**config.mk**
```make
export PLATFORM = sky130hd
export DESIGN_NAME = rtcs_core
export DESIGN_NICKNAME = d
export VERILOG_FILES = /design/src/rtcs_pkg.sv /design/src/rtcs_core.sv
export SDC_FILE = /design/constraint.sdc
export NUM_CORES = 1
export LEC_CHECK = 0
export ABC_AREA = 0
export BUFFER_PORTS_ARGS = -buffer_cell sky130_fd_sc_hd__buf_4
export CAP_MARGIN = 5
export CELL_PAD_IN_SITES_DETAIL_PLACEMENT = 0
export CELL_PAD_IN_SITES_GLOBAL_PLACEMENT = 1
export CORE_MARGIN = 3
export CORE_UTILIZATION = 56
export CTS_CLUSTER_DIAMETER = 80
export CTS_CLUSTER_SIZE = 16
export DETAILED_ROUTE_END_ITERATION = 8
export PLACE_DENSITY_LB_ADDON = 0.15
export SLEW_MARGIN = 5
export SYNTH_ARGS = -nofsm -noshare
export SYNTH_HDL_FRONTEND = slang
export SYNTH_SLANG_ARGS = --single-unit
export TNS_END_PERCENT = 100
```
**constraint.sdc**
```tcl
create_clock -name clk -period 7.5 [get_ports clk]
set_input_delay 0.375 -clock clk [delete_from_list [all_inputs] [get_ports clk]]
set_output_delay 0.375 -clock clk [all_outputs]
set_load 0.02 [all_outputs]
```
**src/rtcs_pkg.sv**
```systemverilog
// Constants, types and helpers for the serial clock register port.
// Assumes one 20 MHz clock with host strobes already synchronous to it.
// Summary of operation
// - Eight 8-bit registers, moved one bit per cycle, only after unlock.
// - All timekeeping register values are binary coded decimal.
// - Transfers run bit 0 of register 0 through bit 7 of register 7.
// - Hours bit 7 high selects 12-hour counting, low selects 24-hour.
// - Hours bit 5 is afternoon in 12-hour mode, tens-of-twenty in 24-hour.
// - Day bit 4 high makes the device ignore the abort pin.
// - Day bit 4 low: abort low ends any transfer, registers kept.
// - Abort acts whatever select and strobe inputs are doing.
// - Day bit 5 written zero starts the oscillator and counting.
// - Registers 1 to 6 hold unused bits that always read zero.
// - Writes to unused bits accept any value; they still read zero.
// - A read resets the pointer; 64 writes must match the unlock pattern.
// - Any read during matching restarts matching at the first bit.
// - After unlock, 64 cycles shift data in on writes, out on reads.
// - Memory select follows select input while locked, high during transfer.
package rtcs_pkg;
   localparam int unsigned CLK_HZ      = 20_000_000;
   localparam int unsigned TICK_HZ     = 100;
   localparam int unsigned TICK_CYCLES = CLK_HZ / TICK_HZ;
   localparam int unsigned NUM_BITS    = 64;
   localparam logic [63:0] UNLOCK_PAT  = 64'h5ca33ac55ca33ac5;
   localparam logic [2:0]  REG_HUND    = 3'h0;
   localparam logic [2:0]  REG_SEC     = 3'h1;
   localparam logic [2:0]  REG_MIN     = 3'h2;
   localparam logic [2:0]  REG_HOUR    = 3'h3;
   localparam logic [2:0]  REG_DAY     = 3'h4;
   localparam logic [2:0]  REG_DATE    = 3'h5;
   localparam logic [2:0]  REG_MONTH   = 3'h6;
   localparam logic [2:0]  REG_YEAR    = 3'h7;
   localparam int unsigned HOUR_FMT_BIT = 7;
   localparam int unsigned HOUR_PM_BIT  = 5;
   localparam int unsigned DAY_ABT_BIT  = 4;
   localparam int unsigned DAY_OSC_BIT  = 5;
   localparam logic [63:0] USED_MASK   = 64'hff_1f_3f_37_bf_7f_7f_ff;
   localparam logic [63:0] RESET_VAL   = 64'h00_01_01_21_00_00_00_00;
   localparam logic [7:0]  BCD_59 = 8'h59;
   localparam logic [7:0]  BCD_99 = 8'h99;
   localparam logic [7:0]  BCD_23 = 8'h23;
   localparam logic [7:0]  BCD_12 = 8'h12;
   localparam logic [7:0]  BCD_11 = 8'h11;
   localparam logic [7:0]  BCD_07 = 8'h07;
   localparam logic [7:0]  BCD_01 = 8'h01;
   localparam logic [7:0]  BCD_02 = 8'h02;
   localparam logic [7:0]  BCD_00 = 8'h00;

   typedef enum logic [1:0] {ST_DEAD, ST_MATCH, ST_XFER} rtcs_state_e;

   // Returns {carry, next}; wraps to lo after hi.
   function automatic logic [8:0] rtcs_bcd_inc(input logic [7:0] v,
                                                input logic [7:0] lo,
                                                input logic [7:0] hi);
      if (v >= hi)
         return {1'b1, lo};
      else if (v[3:0] == 4'h9)
         return {1'b0, v[7:4] + 4'h1, 4'h0};
      else
         return {1'b0, v + 8'h01};
   endfunction

   function automatic logic [7:0] rtcs_last_day(input logic [7:0] mon,
                                                input logic [7:0] yr);
      logic leap;
      leap = (yr[4] ? (yr[1:0] == 2'b10) : (yr[1:0] == 2'b00));
      case (mon)
         BCD_02:                         return leap ? 8'h29 : 8'h28;
         8'h04, 8'h06, 8'h09, 8'h11:     return 8'h30;
         default:                        return 8'h31;
      endcase
   endfunction
endpackage

```
**src/rtcs_core.sv**
```systemverilog
// Serial-access clock: unlock matcher, bit transfer, BCD clock registers.
// Assumes host strobes, select and abort are synchronous to clk.
`timescale 1ns/1ps
module rtcs_core import rtcs_pkg::*; #(
   parameter int unsigned TICKS = TICK_CYCLES
) (
   input  wire logic clk,
   input  wire logic rst_n,
   input  wire logic select_in_n,
   input  wire logic read_en_n,
   input  wire logic write_en_n,
   input  wire logic data_in,
   input  wire logic abort_n,
   output logic      data_out,
   output logic      data_out_en,
   output logic      memory_select_out_n
);
   if (TICKS < 2) begin : g_ticks_check
      $error("TICKS must be at least 2");
   end

   logic [7:0]  regs_q [8];
   rtcs_state_e state_q, state_d;
   logic [5:0]  ptr_q;
   logic [5:0]  cnt_q;
   logic        rd_prev_q, wr_prev_q, last_d_q;
   logic [7:0]  sh_q;
   logic [31:0] pre_q;
   logic        tick;
   logic        rd_act, wr_act, rd_end, wr_end, abort_hit, cur_bit;
   logic [10:0] fifo_q [2];
   logic        wp_q, rp_q;
   logic [1:0]  fcnt_q;
   logic        push, pop, in_ready, out_valid, out_ready;
   logic [7:0]  byte_in;
   logic        data_out_q, data_oe_q, msel_q;
   logic [63:0] snap_q;

   assign rd_act    = !select_in_n && !read_en_n && write_en_n;
   assign wr_act    = !select_in_n && !write_en_n;
   assign rd_end    = rd_prev_q && !rd_act;
   assign wr_end    = wr_prev_q && !wr_act;
   // The abort pin is gated only by the day abort-ignore bit, never qualified by select or strobes.
   assign abort_hit = !abort_n && !regs_q[REG_DAY][DAY_ABT_BIT];
   assign cur_bit   = snap_q[cnt_q];
   assign byte_in   = {last_d_q, sh_q[7:1]};

   always_ff @(posedge clk or negedge rst_n) begin
      if (!rst_n) begin
         rd_prev_q <= 1'b0;
         wr_prev_q <= 1'b0;
         last_d_q  <= 1'b0;
      end else begin
         rd_prev_q <= rd_act;
         wr_prev_q <= wr_act;
         if (wr_act)
            last_d_q <= data_in;
      end
   end

   always_comb begin
      state_d = state_q;
      if (abort_hit)
         state_d = ST_DEAD;
      else case (state_q)
         ST_DEAD: begin
            if (rd_end)
               state_d = ST_MATCH;
         end
         ST_MATCH: begin
            if (rd_end)
               state_d = ST_MATCH;
            else if (wr_end && last_d_q != UNLOCK_PAT[ptr_q])
               state_d = ST_DEAD;
            else if (wr_end && ptr_q == 6'(NUM_BITS - 1))
               state_d = ST_XFER;
         end
         ST_XFER: begin
            if ((rd_end || wr_end) && cnt_q == 6'(NUM_BITS - 1))
               state_d = ST_DEAD;
         end
         default: state_d = ST_DEAD;
      endcase
   end

   always_ff @(posedge clk or negedge rst_n) begin
      if (!rst_n) begin
         state_q <= ST_DEAD;
         ptr_q   <= 6'h00;
         cnt_q   <= 6'h00;
         sh_q    <= 8'h00;
      end else begin
         state_q <= state_d;
         if (state_d != ST_MATCH || (state_q == ST_MATCH && rd_end))
            ptr_q <= 6'h00;
         else if (state_q == ST_MATCH && wr_end)
            ptr_q <= ptr_q + 6'h01;
         if (state_q != ST_XFER || state_d != ST_XFER)
            cnt_q <= 6'h00;
         else if (rd_end || wr_end)
            cnt_q <= cnt_q + 6'h01;
         if (state_q == ST_XFER && wr_end && !abort_hit)
            sh_q <= byte_in;
      end
   end

   // Whole bytes only reach the registers; an abort drops a partial byte.
   assign push = state_q == ST_XFER && wr_end && !abort_hit
                 && cnt_q[2:0] == 3'h7 && in_ready;
   assign in_ready  = fcnt_q != 2'h2;
   assign out_valid = fcnt_q != 2'h0;
   // The clock update owns the registers on a tick; the buffer waits.
   assign out_ready = !tick;
   assign pop       = out_valid && out_ready && !abort_hit;

   always_ff @(posedge clk or negedge rst_n) begin
      if (!rst_n) begin
         wp_q   <= 1'b0;
         rp_q   <= 1'b0;
         fcnt_q <= 2'h0;
         fifo_q <= '{default: 11'h000};
      end else if (abort_hit) begin
         // An abort drops queued bytes too; bytes of a cut stream already popped stay written.
         wp_q   <= 1'b0;
         rp_q   <= 1'b0;
         fcnt_q <= 2'h0;
      end else begin
         if (push) begin
            fifo_q[wp_q] <= {cnt_q[5:3], byte_in};
            wp_q         <= !wp_q;
         end
         if (pop)
            rp_q <= !rp_q;
         fcnt_q <= fcnt_q + 2'(push) - 2'(pop);
      end
   end

   // TICKS is cut short only in simulation; the default gives a 10 ms step.
   always_ff @(posedge clk or negedge rst_n) begin
      if (!rst_n) begin
         pre_q <= 32'h0;
         tick  <= 1'b0;
      end else if (regs_q[REG_DAY][DAY_OSC_BIT]) begin
         pre_q <= 32'h0;
         tick  <= 1'b0;
      end else begin
         tick  <= pre_q == 32'(TICKS - 1);
         pre_q <= (pre_q == 32'(TICKS - 1)) ? 32'h0 : pre_q + 32'h1;
      end
   end

   always_ff @(posedge clk or negedge rst_n) begin
      logic [8:0] r;
      logic       c;
      logic [7:0] h;
      r = 9'h000;
      c = 1'b0;
      h = 8'h00;
      if (!rst_n) begin
         for (int i = 0; i < 8; i++)
            regs_q[i] <= RESET_VAL[i*8 +: 8];
      end else if (tick) begin
         r = rtcs_bcd_inc(regs_q[REG_HUND], BCD_00, BCD_99);
         regs_q[REG_HUND] <= r[7:0];
         c = r[8];
         if (c) begin
            r = rtcs_bcd_inc(regs_q[REG_SEC], BCD_00, BCD_59);
            regs_q[REG_SEC] <= r[7:0];
            c = r[8];
         end
         if (c) begin
            r = rtcs_bcd_inc(regs_q[REG_MIN], BCD_00, BCD_59);
            regs_q[REG_MIN] <= r[7:0];
            c = r[8];
         end
         if (c) begin
            h = regs_q[REG_HOUR];
            if (h[HOUR_FMT_BIT]) begin
               r = rtcs_bcd_inc({3'h0, h[4:0]}, BCD_01, BCD_12);
               c = h[4:0] == BCD_11[4:0] && h[HOUR_PM_BIT];
               h[HOUR_PM_BIT] = h[HOUR_PM_BIT] ^ (h[4:0] == BCD_11[4:0]);
               h[4:0] = r[4:0];
            end else begin
               r = rtcs_bcd_inc({2'h0, h[5:0]}, BCD_00, BCD_23);
               c = r[8];
               h[5:0] = r[5:0];
            end
            regs_q[REG_HOUR] <= h & USED_MASK[REG_HOUR*8 +: 8];
         end
         if (c) begin
            r = rtcs_bcd_inc({5'h0, regs_q[REG_DAY][2:0]}, BCD_01, BCD_07);
            regs_q[REG_DAY] <= {regs_q[REG_DAY][7:3], r[2:0]};
            r = rtcs_bcd_inc(regs_q[REG_DATE], BCD_01,
                             rtcs_last_day(regs_q[REG_MONTH], regs_q[REG_YEAR]));
            regs_q[REG_DATE] <= r[7:0];
            c = r[8];
         end
         if (c) begin
            r = rtcs_bcd_inc(regs_q[REG_MONTH], BCD_01, BCD_12);
            regs_q[REG_MONTH] <= r[7:0];
            c = r[8];
         end
         if (c) begin
            r = rtcs_bcd_inc(regs_q[REG_YEAR], BCD_00, BCD_99);
            regs_q[REG_YEAR] <= r[7:0];
         end
      end else if (pop) begin
         regs_q[fifo_q[rp_q][10:8]] <= fifo_q[rp_q][7:0]
            & USED_MASK[fifo_q[rp_q][10:8]*8 +: 8];
      end
   end

   // A read returns the time as it stood when access opened, so a tick in
   // mid-transfer cannot tear a BCD digit across two values.
   // A read that follows writes in the same transfer still sees the old image.
   always_ff @(posedge clk or negedge rst_n) begin
      if (!rst_n) begin
         snap_q <= RESET_VAL;
      end else if (state_q != ST_XFER) begin
         for (int i = 0; i < 8; i++)
            snap_q[i*8 +: 8] <= regs_q[i];
      end
   end

   always_ff @(posedge clk or negedge rst_n) begin
      if (!rst_n) begin
         data_out_q <= 1'b0;
         data_oe_q  <= 1'b0;
         msel_q     <= 1'b1;
      end else begin
         data_out_q <= cur_bit;
         data_oe_q  <= state_q == ST_XFER && !abort_hit && rd_act;
         // Memory is shut out for the whole transfer, not only on our strobes.
         msel_q     <= (state_d == ST_XFER) ? 1'b1 : select_in_n;
      end
   end

   assign data_out            = data_out_q;
   assign data_out_en         = data_oe_q;
   assign memory_select_out_n = msel_q;
endmodule

```
==> results of run 1 <==
==> through the flow <==
step                  util  total power, W  hold slack (ps)  std cells
finish              0.6050        0.002306            103.5       1406
floorplan                -        0.001410            79.41       1148
global placement    0.5819        0.001475            460.2       1378
detailed placement  0.5819        0.001478            466.5       1378
global route        0.6049        0.002405            108.5       1405
CTS                 0.6049        0.002328            90.72       1405
==> worst min path at each step <==
stage                 from   endpoint  slack [ps]  cells past startpoint
6_report       select_in_n  wr_prev_q         100                      2
5_1_grt        select_in_n  wr_prev_q         110                      2
4_1_cts        select_in_n  wr_prev_q          90                      2
3_5_place_dp         rst_n   ptr_q[1]         470                      1
3_3_place_gp         rst_n   ptr_q[1]         460                      1
2_1_floorplan        rst_n   cnt_q[0]          80                      0
==> logic make-up (layout without fill, tap and decap cells) <==
kind of cell | Yosys count | in the layout
muxes | 129 | 129
xor gates and xnor gates | 49 | 49
and+or+nand+nor | 349 | 349
other | 0 | 1
adders and majority gates | 32 | 32
DFF | 214 | 214
buffers and inverters | 112 | 94
AOI/OAI and AO/OA | 263 | 263
==> flip-flops by register name, indices dropped and copies added, names as in the netlist, 6 cells and up <==
| register | flops |
|---|---|
| fifo_q | 22 |
| regs_q | 64 |
| pre_q | 32 |
| snap_q | 64 |
| ptr_q | 6 |
| cnt_q | 6 |
| sh_q | 7 |
==> what timing repair did <==
| item | CTS | global route |
|---|---|---|
| gates resized for setup | 0 | 0 |
| hold buffers | 1 | 0 |
| endpoints found under the hold margin | 87 | 0 |
==> per-layer routing <==
| layer | GRT usage | vias up | part of all wire |
|---|---|---|---|
| met2 | 0.3941 | 229 | 0.45 |
| met1 | 0.3597 | 4437 | 0.46 |
| met5 | 0 | - | 0 |
| met4 | 0.08782 | 0 | 0.038 |
| li1 | - | 4206 | - |
| met3 | 0.04061 | 73 | 0.054 |
==> placed cells by master (no fill, tap or decap), types with 8 or more instances in the layout <==
cell type,instances
or3_1,8
o32ai_1,10
mux2i_1,13
nor3_1,21
ha_1,32
nand4_1,11
xnor2_1,34
dfrtp_1,205
a21oi_1,31
o211ai_1,25
o21ai_0,52
nand2_1,94
o21a_1,8
mux2_2,87
clkbuf_16,17
nor4_1,17
inv_1,45
nor2_1,68
nor2b_1,12
dfstp_2,9
nand3_1,51
and4_1,8
buf_4,17
a22o_1,17
a221oi_1,9
xor2_1,15
o22ai_1,13
mux2_1,9
mux4_2,17
==> final cells by class <==
| class | count | area, um^2 | share of cell area |
|---|---|---|---|
| diodes | 1 | 2.502 | 0.0001961 |
| flip-flops and latches | 214 | 5366 | 0.4206 |
| clock inverters | 1 | 8.758 | 0.0006865 |
| inverters | 49 | 183.9 | 0.01442 |
| well taps | 275 | 344.1 | 0.02697 |
| multi-input cells | 822 | 6235 | 0.4887 |
| repair buffers | 19 | 152.6 | 0.01196 |
| clock buffers | 25 | 465.4 | 0.03648 |
==> worst register-to-register path, delay by kind of cell (launching register included) <==
kind	cells	cell delay, ps
muxes	1	510
DFF	1	900
AOI/OAI and AO/OA	3	1400
buffers and inverters	1	180
adders and majority gates	1	270
==> power groups by stage <==
stage | logic, W | registers [W] | clock network (W)
floorplan | 0.000178 | 0.00123 | 0
global placement | 0.000212 | 0.00126 | 0
detailed placement | 0.000214 | 0.00126 | 0
CTS | 0.000215 | 0.00124 | 0.000871
global route | 0.000238 | 0.00125 | 0.000917
finish | 0.000214 | 0.00124 | 0.000849
==> summary.md, run 1 <==
| Metric | Value |
|---|---|
| Slowest stage cell, crit path | `a2111oi_0` |
| Pre-CTS WS | `4166 ps` |
| Max Slew Vio Count | `0` |
| Width of the chip | `152.7 um` |
| Syn Std Cell Area | `0.01205 mm^2` |
| Placed instance area | `0.01227 mm^2` |
| Register bit total from synthesis | `214` |
| Setup TNS | `0 ps` |
| CP max stage delay | `920 ps` |
| Most common library cells after synthesis | `205 x dfrtp_1, 94 x nand2_1, 87 x mux2_2` |
| Growth of design area from synthesis to finish | `5.921%` |
| Clk slew on worst S/H paths | `80 ps` |
| TritonRoute pass-1 iters | `5` |
| Starting density of the core | `0.5712` |
| Outcome | `finished clean` |
| Peak supply drop | `0.1520 mV` |
| Worst Hold Class | `in2reg` |
| Leak | `5.341 nW` |
| Critical Path End Type | `flop` |
| CP endpoint | `regs_q[14]` |
| Final #Nets | `1,162` |
| CP Depth | `6` |
| H-tree Lvls | `1` |
| Register-to-Register Setup Slack | `4150 ps` |
| RSZ-0062 raised after global routing | `no` |
| CTS Buf Count | `17` |
| Vias in the first global route | `8,925` |
| Synth top area share | `0.4259` |
| Final routed DRC violation total | `0` |
| CTS Buffer Depth | `3` |
| Die Height | `152.7 um` |
| Slew @ Worst Pin | `1079 ps` |
| Switching portion of total power | `0.2606` |
| Synth cell types | `89` |
| Clock Skews | `23.42 ps` |
| CP startpoint kind | `flop` |
| Final period util | `0.4462` |
| Fillers | `1,799` |
| HPWL Detailed | `19.37 mm` |
| Cell with the most instances after synthesis | `dfrtp_1` |
| Initial DRC count | `697` |
| Post-Syn Nets | `1,187` |
| Post-synthesis async set-or-reset flop share | `1.000` |
| CP dominant cell by count | `a221oi_1` |
| Ports | `10` |
| GRT Total Usage | `0.2517` |
| Worst rel slew slack | `0.2621` |
| Clock Sinks | `214` |
| Cells on worst reg2reg path | `6` |
| Fin. Hold Viols | `0` |
| Gate Count Post-Synth | `1,148` |
| Power per cell area | `180.7 mW/mm^2` |
| Seq pwr share | `0.539` |
| PnR worst setup slack | `4154 ps` |
| Worst R2R Start | `rp_q` |
| Share of total power in combinational logic | `0.093` |
| R2r endpoint | `regs_q[14]` |
| Syn_area_per_cell | `10.49 um^2` |
| Die footprint | `0.02331 mm^2` |
| Syn. warnings | `0` |
| Final Instance Area | `0.01276 mm^2` |
| Share of cells above drive strength 1 | `0.1611` |
| Final setup violation count | `0` |
| First-pass GRT wire length | `48.11 mm` |
| Routed Antenna Nets | `0` |
| Crit path required time | `7890 ps` |
| XOR/XNOR Fraction of Synth Area | `0.03563` |
| Wire length per cell | `20.70 um` |
| Crit. Startpoint | `rp_q` |
| CP Buf/Inv Count | `1` |
| Post-CTS setup buffer count | `0` |
| Sequential area share after synthesis | `0.4455` |
| Fmax | `298.9 MHz` |
| FP Rows | `53` |
| Post-route minimum period | `3346 ps` |
| CP arrival | `3730 ps` |
| Cells taking the most area after synthesis | `dfrtp_1 43%, mux2_2 8.1%, ha_1 3.3%` |
| Initial antenna violation count | `1` |
| Top FF cell, synth | `dfrtp_1` |
| Critical path class | `reg2reg` |
| Final WL | `29.11 mm` |
| GPL Wtd Cong | `0.8287` |
| CP top delay family | `compound AO/OA/AOI/OAI gates` |
| EDFF count, synth | `0` |
| Remaining Overflow, GRT | `0` |
| Largest net degree at the start of global routing | `97` |
| Largest fanout on the critical path | `17` |
| Mux share of post-synthesis cell area | `0.1379` |
| CTS tree | `done` |
| Via density | `6.362` |
| Max cap viols | `0` |
| Internal | `0.001705 W` |
| DR vias | `8,945` |
| Compound-gate portion of the synthesized area | `0.1596` |
| NetSw | `0.0006009 W` |
| Largest family of logic cells by synthesized area | `compound AO/OA/AOI/OAI gates` |
| Worst skew pair latency | `490 ps` |
| Std-Cell Core Area | `0.02109 mm^2` |
| CP cell instances | `mux2i_4 > inv_2 > ha_1 > a2111oi_0 > a221oi_1 > a221oi_1` |
| Clock Power Share | `0.368` |
| Most area-hungry cell type in the Yosys netlist | `dfrtp_1` |
| Adder-Cell Fraction of Synth Area | `0.03324` |
| I/O Buffers | `9` |
| CTS root buf | `clkbuf_16` |
| Post-Synth Simple-Gate Area | `0.1495` |
Power figures use the tool's default switching activity.
==> run 2: changes to the inputs <==
--- a/config.mk
+++ b/config.mk
@@ -11,7 +11,7 @@
 export CELL_PAD_IN_SITES_DETAIL_PLACEMENT = 0
 export CELL_PAD_IN_SITES_GLOBAL_PLACEMENT = 1
 export CORE_MARGIN = 3
-export CORE_UTILIZATION = 56
+export CORE_UTILIZATION = 52
 export CTS_CLUSTER_DIAMETER = 80
 export CTS_CLUSTER_SIZE = 16
 export DETAILED_ROUTE_END_ITERATION = 8
==> constraint.sdc (replaced) <==
create_clock -name clk -period 3.1 [get_ports clk]
set_input_delay 0.155 -clock clk [delete_from_list [all_inputs] [get_ports clk]]
set_output_delay 0.155 -clock clk [all_outputs]
set_load 0.02 [all_outputs]
==> run 2 against run 1 <==
Against the previous run:
- worst setup slack worse by 4100 ps
- clock skew down 4.1 ps
- clock power up 140%
- total power up 140%
- utilization down 2.1 points
- via count up 1.4%
- combinational power rose to 2.8 times the previous value
- first-iteration DRC count down 1.7%
- register-to-register slack worse by 4100 ps
- critical path type unchanged
- flip-flop and latch count unchanged
==> summary.md, run 2 (synthesis results as in run 1) <==
| Metric | Value |
|---|---|
| Outcome | `finished clean` |
| Std-Cell Core Area | `0.02271 mm^2` |
| Cells on worst reg2reg path | `14` |
| Leak | `5.566 nW` |
| CP startpoint kind | `flop` |
| Share of cells above drive strength 1 | `0.2012` |
| FP Rows | `55` |
| Setup TNS | `0 ps` |
| CTS Buf Count | `17` |
| Clock Skews | `19.31 ps` |
| Slew @ Worst Pin | `1039 ps` |
| Total power | `0.005618 W` |
| HPWL Detailed | `20.39 mm` |
| TritonRoute pass-1 iters | `5` |
| R2r endpoint | `regs_q[13]` |
| Most frequent cells in the layout | `204 x dfrtp_1, 94 x nand2_1, 87 x mux2_2` |
| M2 GR Usage | `0.3784` |
| Gr busiest metal | `met2` |
| CTS root buf | `clkbuf_16` |
| GRT Total Usage | `0.2401` |
| Remaining Overflow, GRT | `0` |
| Hold Path Sink | `rd_prev_q` |
| Final setup violation count | `0` |
| Clk slew on worst S/H paths | `70 ps` |
| Commonest non-fill, non-tap cell in the layout | `dfrtp_1` |
| Final period util | `0.9689` |
| Wire length per cell | `20.55 um` |
| CP cell instances | `inv_2 > ha_4 > mux2i_2 > nor4b_2 > a21oi_1 > o32a_1 > ha_1 > nand2b_4 > o22a_1 > a21oi_2 > buf_6 > buf_4 > o21ai_4 > a211oi_1` |
| Max cap viols | `0` |
| Growth of design area from synthesis to finish | `10.17%` |
| Ports | `10` |
| Power per cell area | `423.4 mW/mm^2` |
| Critical Path End Type | `flop` |
| Register-to-Register Setup Slack | `100 ps` |
| Vias in the first global route | `8,697` |
| Initial DRC count | `685` |
| Starting density of the core | `0.5304` |
| Clock Sinks | `214` |
| CTS Buffer Depth | `3` |
| Biggest regs | `regs_q (64), snap_q (64), pre_q (32)` |
| Final WL | `30.07 mm` |
| GR Layer Usage met1 | `0.3458` |
| Met3 Use GR | `0.03171` |
| Width of the chip | `158.2 um` |
| Via density | `6.198` |
| CTS tree | `done` |
| CP arrival | `3360 ps` |
| PnR worst setup slack | `96.33 ps` |
| Routed Antenna Nets | `0` |
| Final routed DRC violation total | `0` |
| First-pass GRT wire length | `47.78 mm` |
| Die footprint | `0.02503 mm^2` |
| Fmax | `332.9 MHz` |
| Initial antenna violation count | `0` |
| Final #Nets | `1,208` |
| Largest net degree at the start of global routing | `97` |
| CP max stage delay | `380 ps` |
| Final Hold Slack | `73.15 ps` |
| I/O Buffers | `9` |
| Critical path class | `reg2reg` |
| Worst Hold Launch | `write_en_n` |
| Hold path depth | `3` |
| DR vias | `9,067` |
| GPL Wtd Cong | `0.8655` |
| Max Slew Vio Count | `0` |
| Peak supply drop | `0.3273 mV` |
| Worst rel slew slack | `0.2998` |
| Pre-CTS WS | `74.64 ps` |
| Fin. Hold Viols | `0` |
| Worst R2R Start | `regs_q[13]` |
| Antenna cells | `0` |
| Worst skew pair latency | `500 ps` |
| RSZ-0062 raised after global routing | `yes` |
| Final core utilization | `0.5844` |
| H-tree Lvls | `1` |
| Post-route minimum period | `3004 ps` |
| Worst Hold Class | `in2reg` |
| Slowest stage cell, crit path | `dfrtp_1` |
| Die Height | `158.2 um` |
| Crit path required time | `3460 ps` |
| Largest fanout on the critical path | `4` |
==> run 2: worst max-delay path: cells and delay by family (launching register included) <==
kind                     cells  cell delay (ps)
AO/OA/AOI/OAI                6             1210
flip-flops                   1              380
adder cells (fa/ha/maj)      2              440
buffers and inverters        3              370
multiplexers                 1               70
AND/OR/NAND/NOR              2              410
==> run 2: routing by layer <==
| layer | share of wire | wire [um] |
|---|---|---|
| met1 | 0.46 | 13860 |
| met5 | 0 | 0 |
| met4 | 0.033 | 987 |
| met3 | 0.049 | 1483 |
| met2 | 0.46 | 13740 |
==> run 2: repair_timing <==
item,in CTS,in global routing
setup buffers,0,5
gates resized for setup,0,22
hold endpoints to repair,94,0
endpoints found under the setup margin,0,22
hold buffers,6,0
==> run 2: worst max path at each step <==
stage | slack (ps) | start | end
final | 100 | regs_q[13] | regs_q[13]
after global routing | -30 | regs_q[13] | regs_q[7]
after CTS | 50 | regs_q[13] | regs_q[0]
after detailed placement | 70 | regs_q[13] | regs_q[0]
after global placement | 120 | regs_q[13] | regs_q[3]
after floorplan | 170 | regs_q[13] | regs_q[0]
==> run 2: report_power, final <==
part           internal [W]  leakage (nW)  switching, W
logic              0.000249          2.59      0.000349
clock network       0.00103         0.227       0.00101
registers           0.00287          2.75      0.000112
==> run 2: metrics by stage <==
step | instances | instance area, um^2
after floorplan | 1148 | 12050
after global placement | 1424 | 12600
after detailed placement | 1424 | 12600
after CTS | 1458 | 13140
after global routing | 1463 | 13270
final | 1463 | 13270
==> run 2: area by class of cell <==
| class | instances | area [um^2] |
|---|---|---|
| Fill cell | 1960 | 9439 |
| Clock buffer | 27 | 462.9 |
| Timing Repair Buffer | 65 | 571.8 |
| Multi-Input combinational cell | 822 | 6316 |
| Clock inverter | 1 | 11.26 |
| Inverter | 49 | 183.9 |
| Tap cell | 285 | 356.6 |
| Sequential cell | 214 | 5368 |
==> run 3: changes to the inputs <==
==> constraint.sdc (replaced) <==
create_clock -name clk -period 3 [get_ports clk]
set_input_delay 0.15 -clock clk [delete_from_list [all_inputs] [get_ports clk]]
set_output_delay 0.15 -clock clk [all_outputs]
set_load 0.02 [all_outputs]
==> run 3 against run 2 <==
Against the previous run:
- the flow now finishes with violations (negative setup slack)
- non-clock buffer count increased by 13
- final area grew 0.84%
- sequential power is 3% higher
- first-iteration DRC count is 17% lower
- clock-buffer cell count shrank 2
- final cell count grew 0.82%
- critical path depth down 1
- clock skew down 9.3 ps
- worst hold slack improved by 15 ps
==> summary.md, run 3 (synthesis results as in run 1) <==
| Metric | Value |
|---|---|
| Final WL | `30.15 mm` |
| Final setup violation count | `7` |
| Slew @ Worst Pin | `775.3 ps` |
| First-pass GRT wire length | `47.97 mm` |
| GPL Wtd Cong | `0.8640` |
| PnR worst setup slack | `-50.68 ps` |
| H-tree Lvls | `1` |
| Final Instance Area | `0.01338 mm^2` |
| Growth of design area from synthesis to finish | `11.09%` |
| Final routed DRC violation total | `0` |
| Worst rel slew slack | `0.4777` |
| CP startpoint kind | `flop` |
| Via density | `6.140` |
| Final Hold Slack | `87.99 ps` |
| Commonest non-fill, non-tap cell in the layout | `dfrtp_1` |
| Routed Antenna Nets | `0` |
| CTS Buffer Depth | `3` |
| Std-Cell Core Area | `0.02271 mm^2` |
| CTS Buf Count | `17` |
| Initial DRC count | `567` |
| Max cap viols | `0` |
| Worst skew pair latency | `480 ps` |
| Ports | `10` |
| Remaining Overflow, GRT | `0` |
| CTS root buf | `clkbuf_16` |
| Most frequent cells in the layout | `205 x dfrtp_1, 94 x nand2_1, 87 x mux2_2` |
| Die footprint | `0.02503 mm^2` |
| Final #Nets | `1,221` |
| Critical Path End Type | `flop` |
| Placed instance area | `0.01268 mm^2` |
| Leak | `5.661 nW` |
| I/O Buffers | `9` |
| Share of cells above drive strength 1 | `0.2176` |
| FP Rows | `55` |
| Biggest regs | `regs_q (64), snap_q (64), pre_q (32)` |
| Clk slew on worst S/H paths | `70 ps` |
| Clock Sinks | `214` |
| Final period util | `1.017` |
| Setup TNS | `-261.4 ps` |
| GRT Total Usage | `0.2402` |
| Width of the chip | `158.2 um` |
| CTS tree | `done` |
| Fin. Hold Viols | `0` |
| Power per cell area | `432.9 mW/mm^2` |
| Initial antenna violation count | `0` |
| Vias in the first global route | `8,903` |
| Worst Hold Class | `in2reg` |
| Wire length per cell | `20.44 um` |
| Clock Skews | `10.01 ps` |
| Outcome | `finished, violations left` |
| Failing checks | `negative setup slack` |
| Starting density of the core | `0.5304` |
| RSZ-0062 raised after global routing | `yes` |
| Max Slew Vio Count | `0` |
| Fillers | `1,960` |
| Post-route minimum period | `3051 ps` |
| Largest net degree at the start of global routing | `87` |
| Critical path class | `reg2reg` |
| Largest fanout on the critical path | `4` |
| Die Height | `158.2 um` |
| TritonRoute pass-1 iters | `7` |
| CP arrival | `3420 ps` |
| Antenna cells | `0` |
| HPWL Detailed | `20.85 mm` |
| Peak supply drop | `0.2676 mV` |
| Crit path required time | `3370 ps` |
| Fmax | `327.8 MHz` |
| DR vias | `9,056` |
==> run 3: changes by cell type in the layout (fill, tap and decap cells not counted), moves of 2 or more <==
cell	before	now
buf_4	51	66
mux2_1	7	3
mux2_4	2	6
buf_12	4	2
clkbuf_1	10	8
clkinvlp_4	0	2
==> run 3: power by group <==
part	internal, W	switching, W
Clock	0.00106	0.00104
Combinational	0.000261	0.000372
Sequential	0.00296	0.0000977
==> run 3: final timing paths <==
path                                 start         end  slack, ps  cells after the start
worst min register to register  snap_q[13]  snap_q[13]        480                      2
worst max-delay path            regs_q[12]   regs_q[5]        -50                     13
max in group asynchronous            rst_n  regs_q[24]       1780                      3
worst max register to register  regs_q[12]   regs_q[5]        -50                     13
min in group asynchronous            rst_n    ptr_q[4]        220                      2
worst min-delay path            write_en_n   rd_prev_q         90                      3
==> run 3: stage by stage <==
stage	setup slack (ps)	power [W]	util	cells
2_1_floorplan	71.88	0.003524	-	1148
3_3_place_gp	73.91	0.003734	0.5586	1438
3_5_place_dp	-91.00	0.003744	0.5586	1438
4_1_cts	1.023	0.005856	0.5825	1471
5_1_grt	-184.2	0.006052	0.5893	1475
6_report	-50.68	0.005793	0.5893	1475
==> run 3: final cells by class <==
class                   instances  area, um^2  area share
well taps                     285       356.6     0.02665
clock inverters                 2       15.01    0.001122
repair buffers                 78       644.4     0.04815
multi-input cells             822        6360      0.4753
inverters                      49       183.9     0.01374
flip-flops and latches        214        5366      0.4010
clock buffers                  25       455.4     0.03403
==> run 3: critical path, cell delays in order (launching register included) <==
cell      delay (ps)
dfrtp_1          440
inv_2            100
ha_4             130
mux2i_2           70
nor4b_2          270
a21oi_1           60
o32a_1           350
ha_1             290
nand2b_4         120
o22a_1           210
a21oi_2           70
buf_6            130
o31a_4           380
mux2_4           310
==> run 3: metal layers <==
layer  vias to the layer above  global-route usage  part of all wire
met1                      4493              0.3422              0.47
met4                         0             0.05776             0.022
met3                        45             0.04073             0.046
met5                         -                   0                 0
met2                       187              0.3859              0.46
li1                       4331                   -                 -
==> run 3: repair_timing <==
action                                  4_1_cts  5_1_grt
gates resized for setup                       4       27
pin swaps                                     2       14
hold buffers                                  6        0
endpoints found under the setup margin       14       22
hold endpoints to repair                     86        0
setup buffers                                 0        4
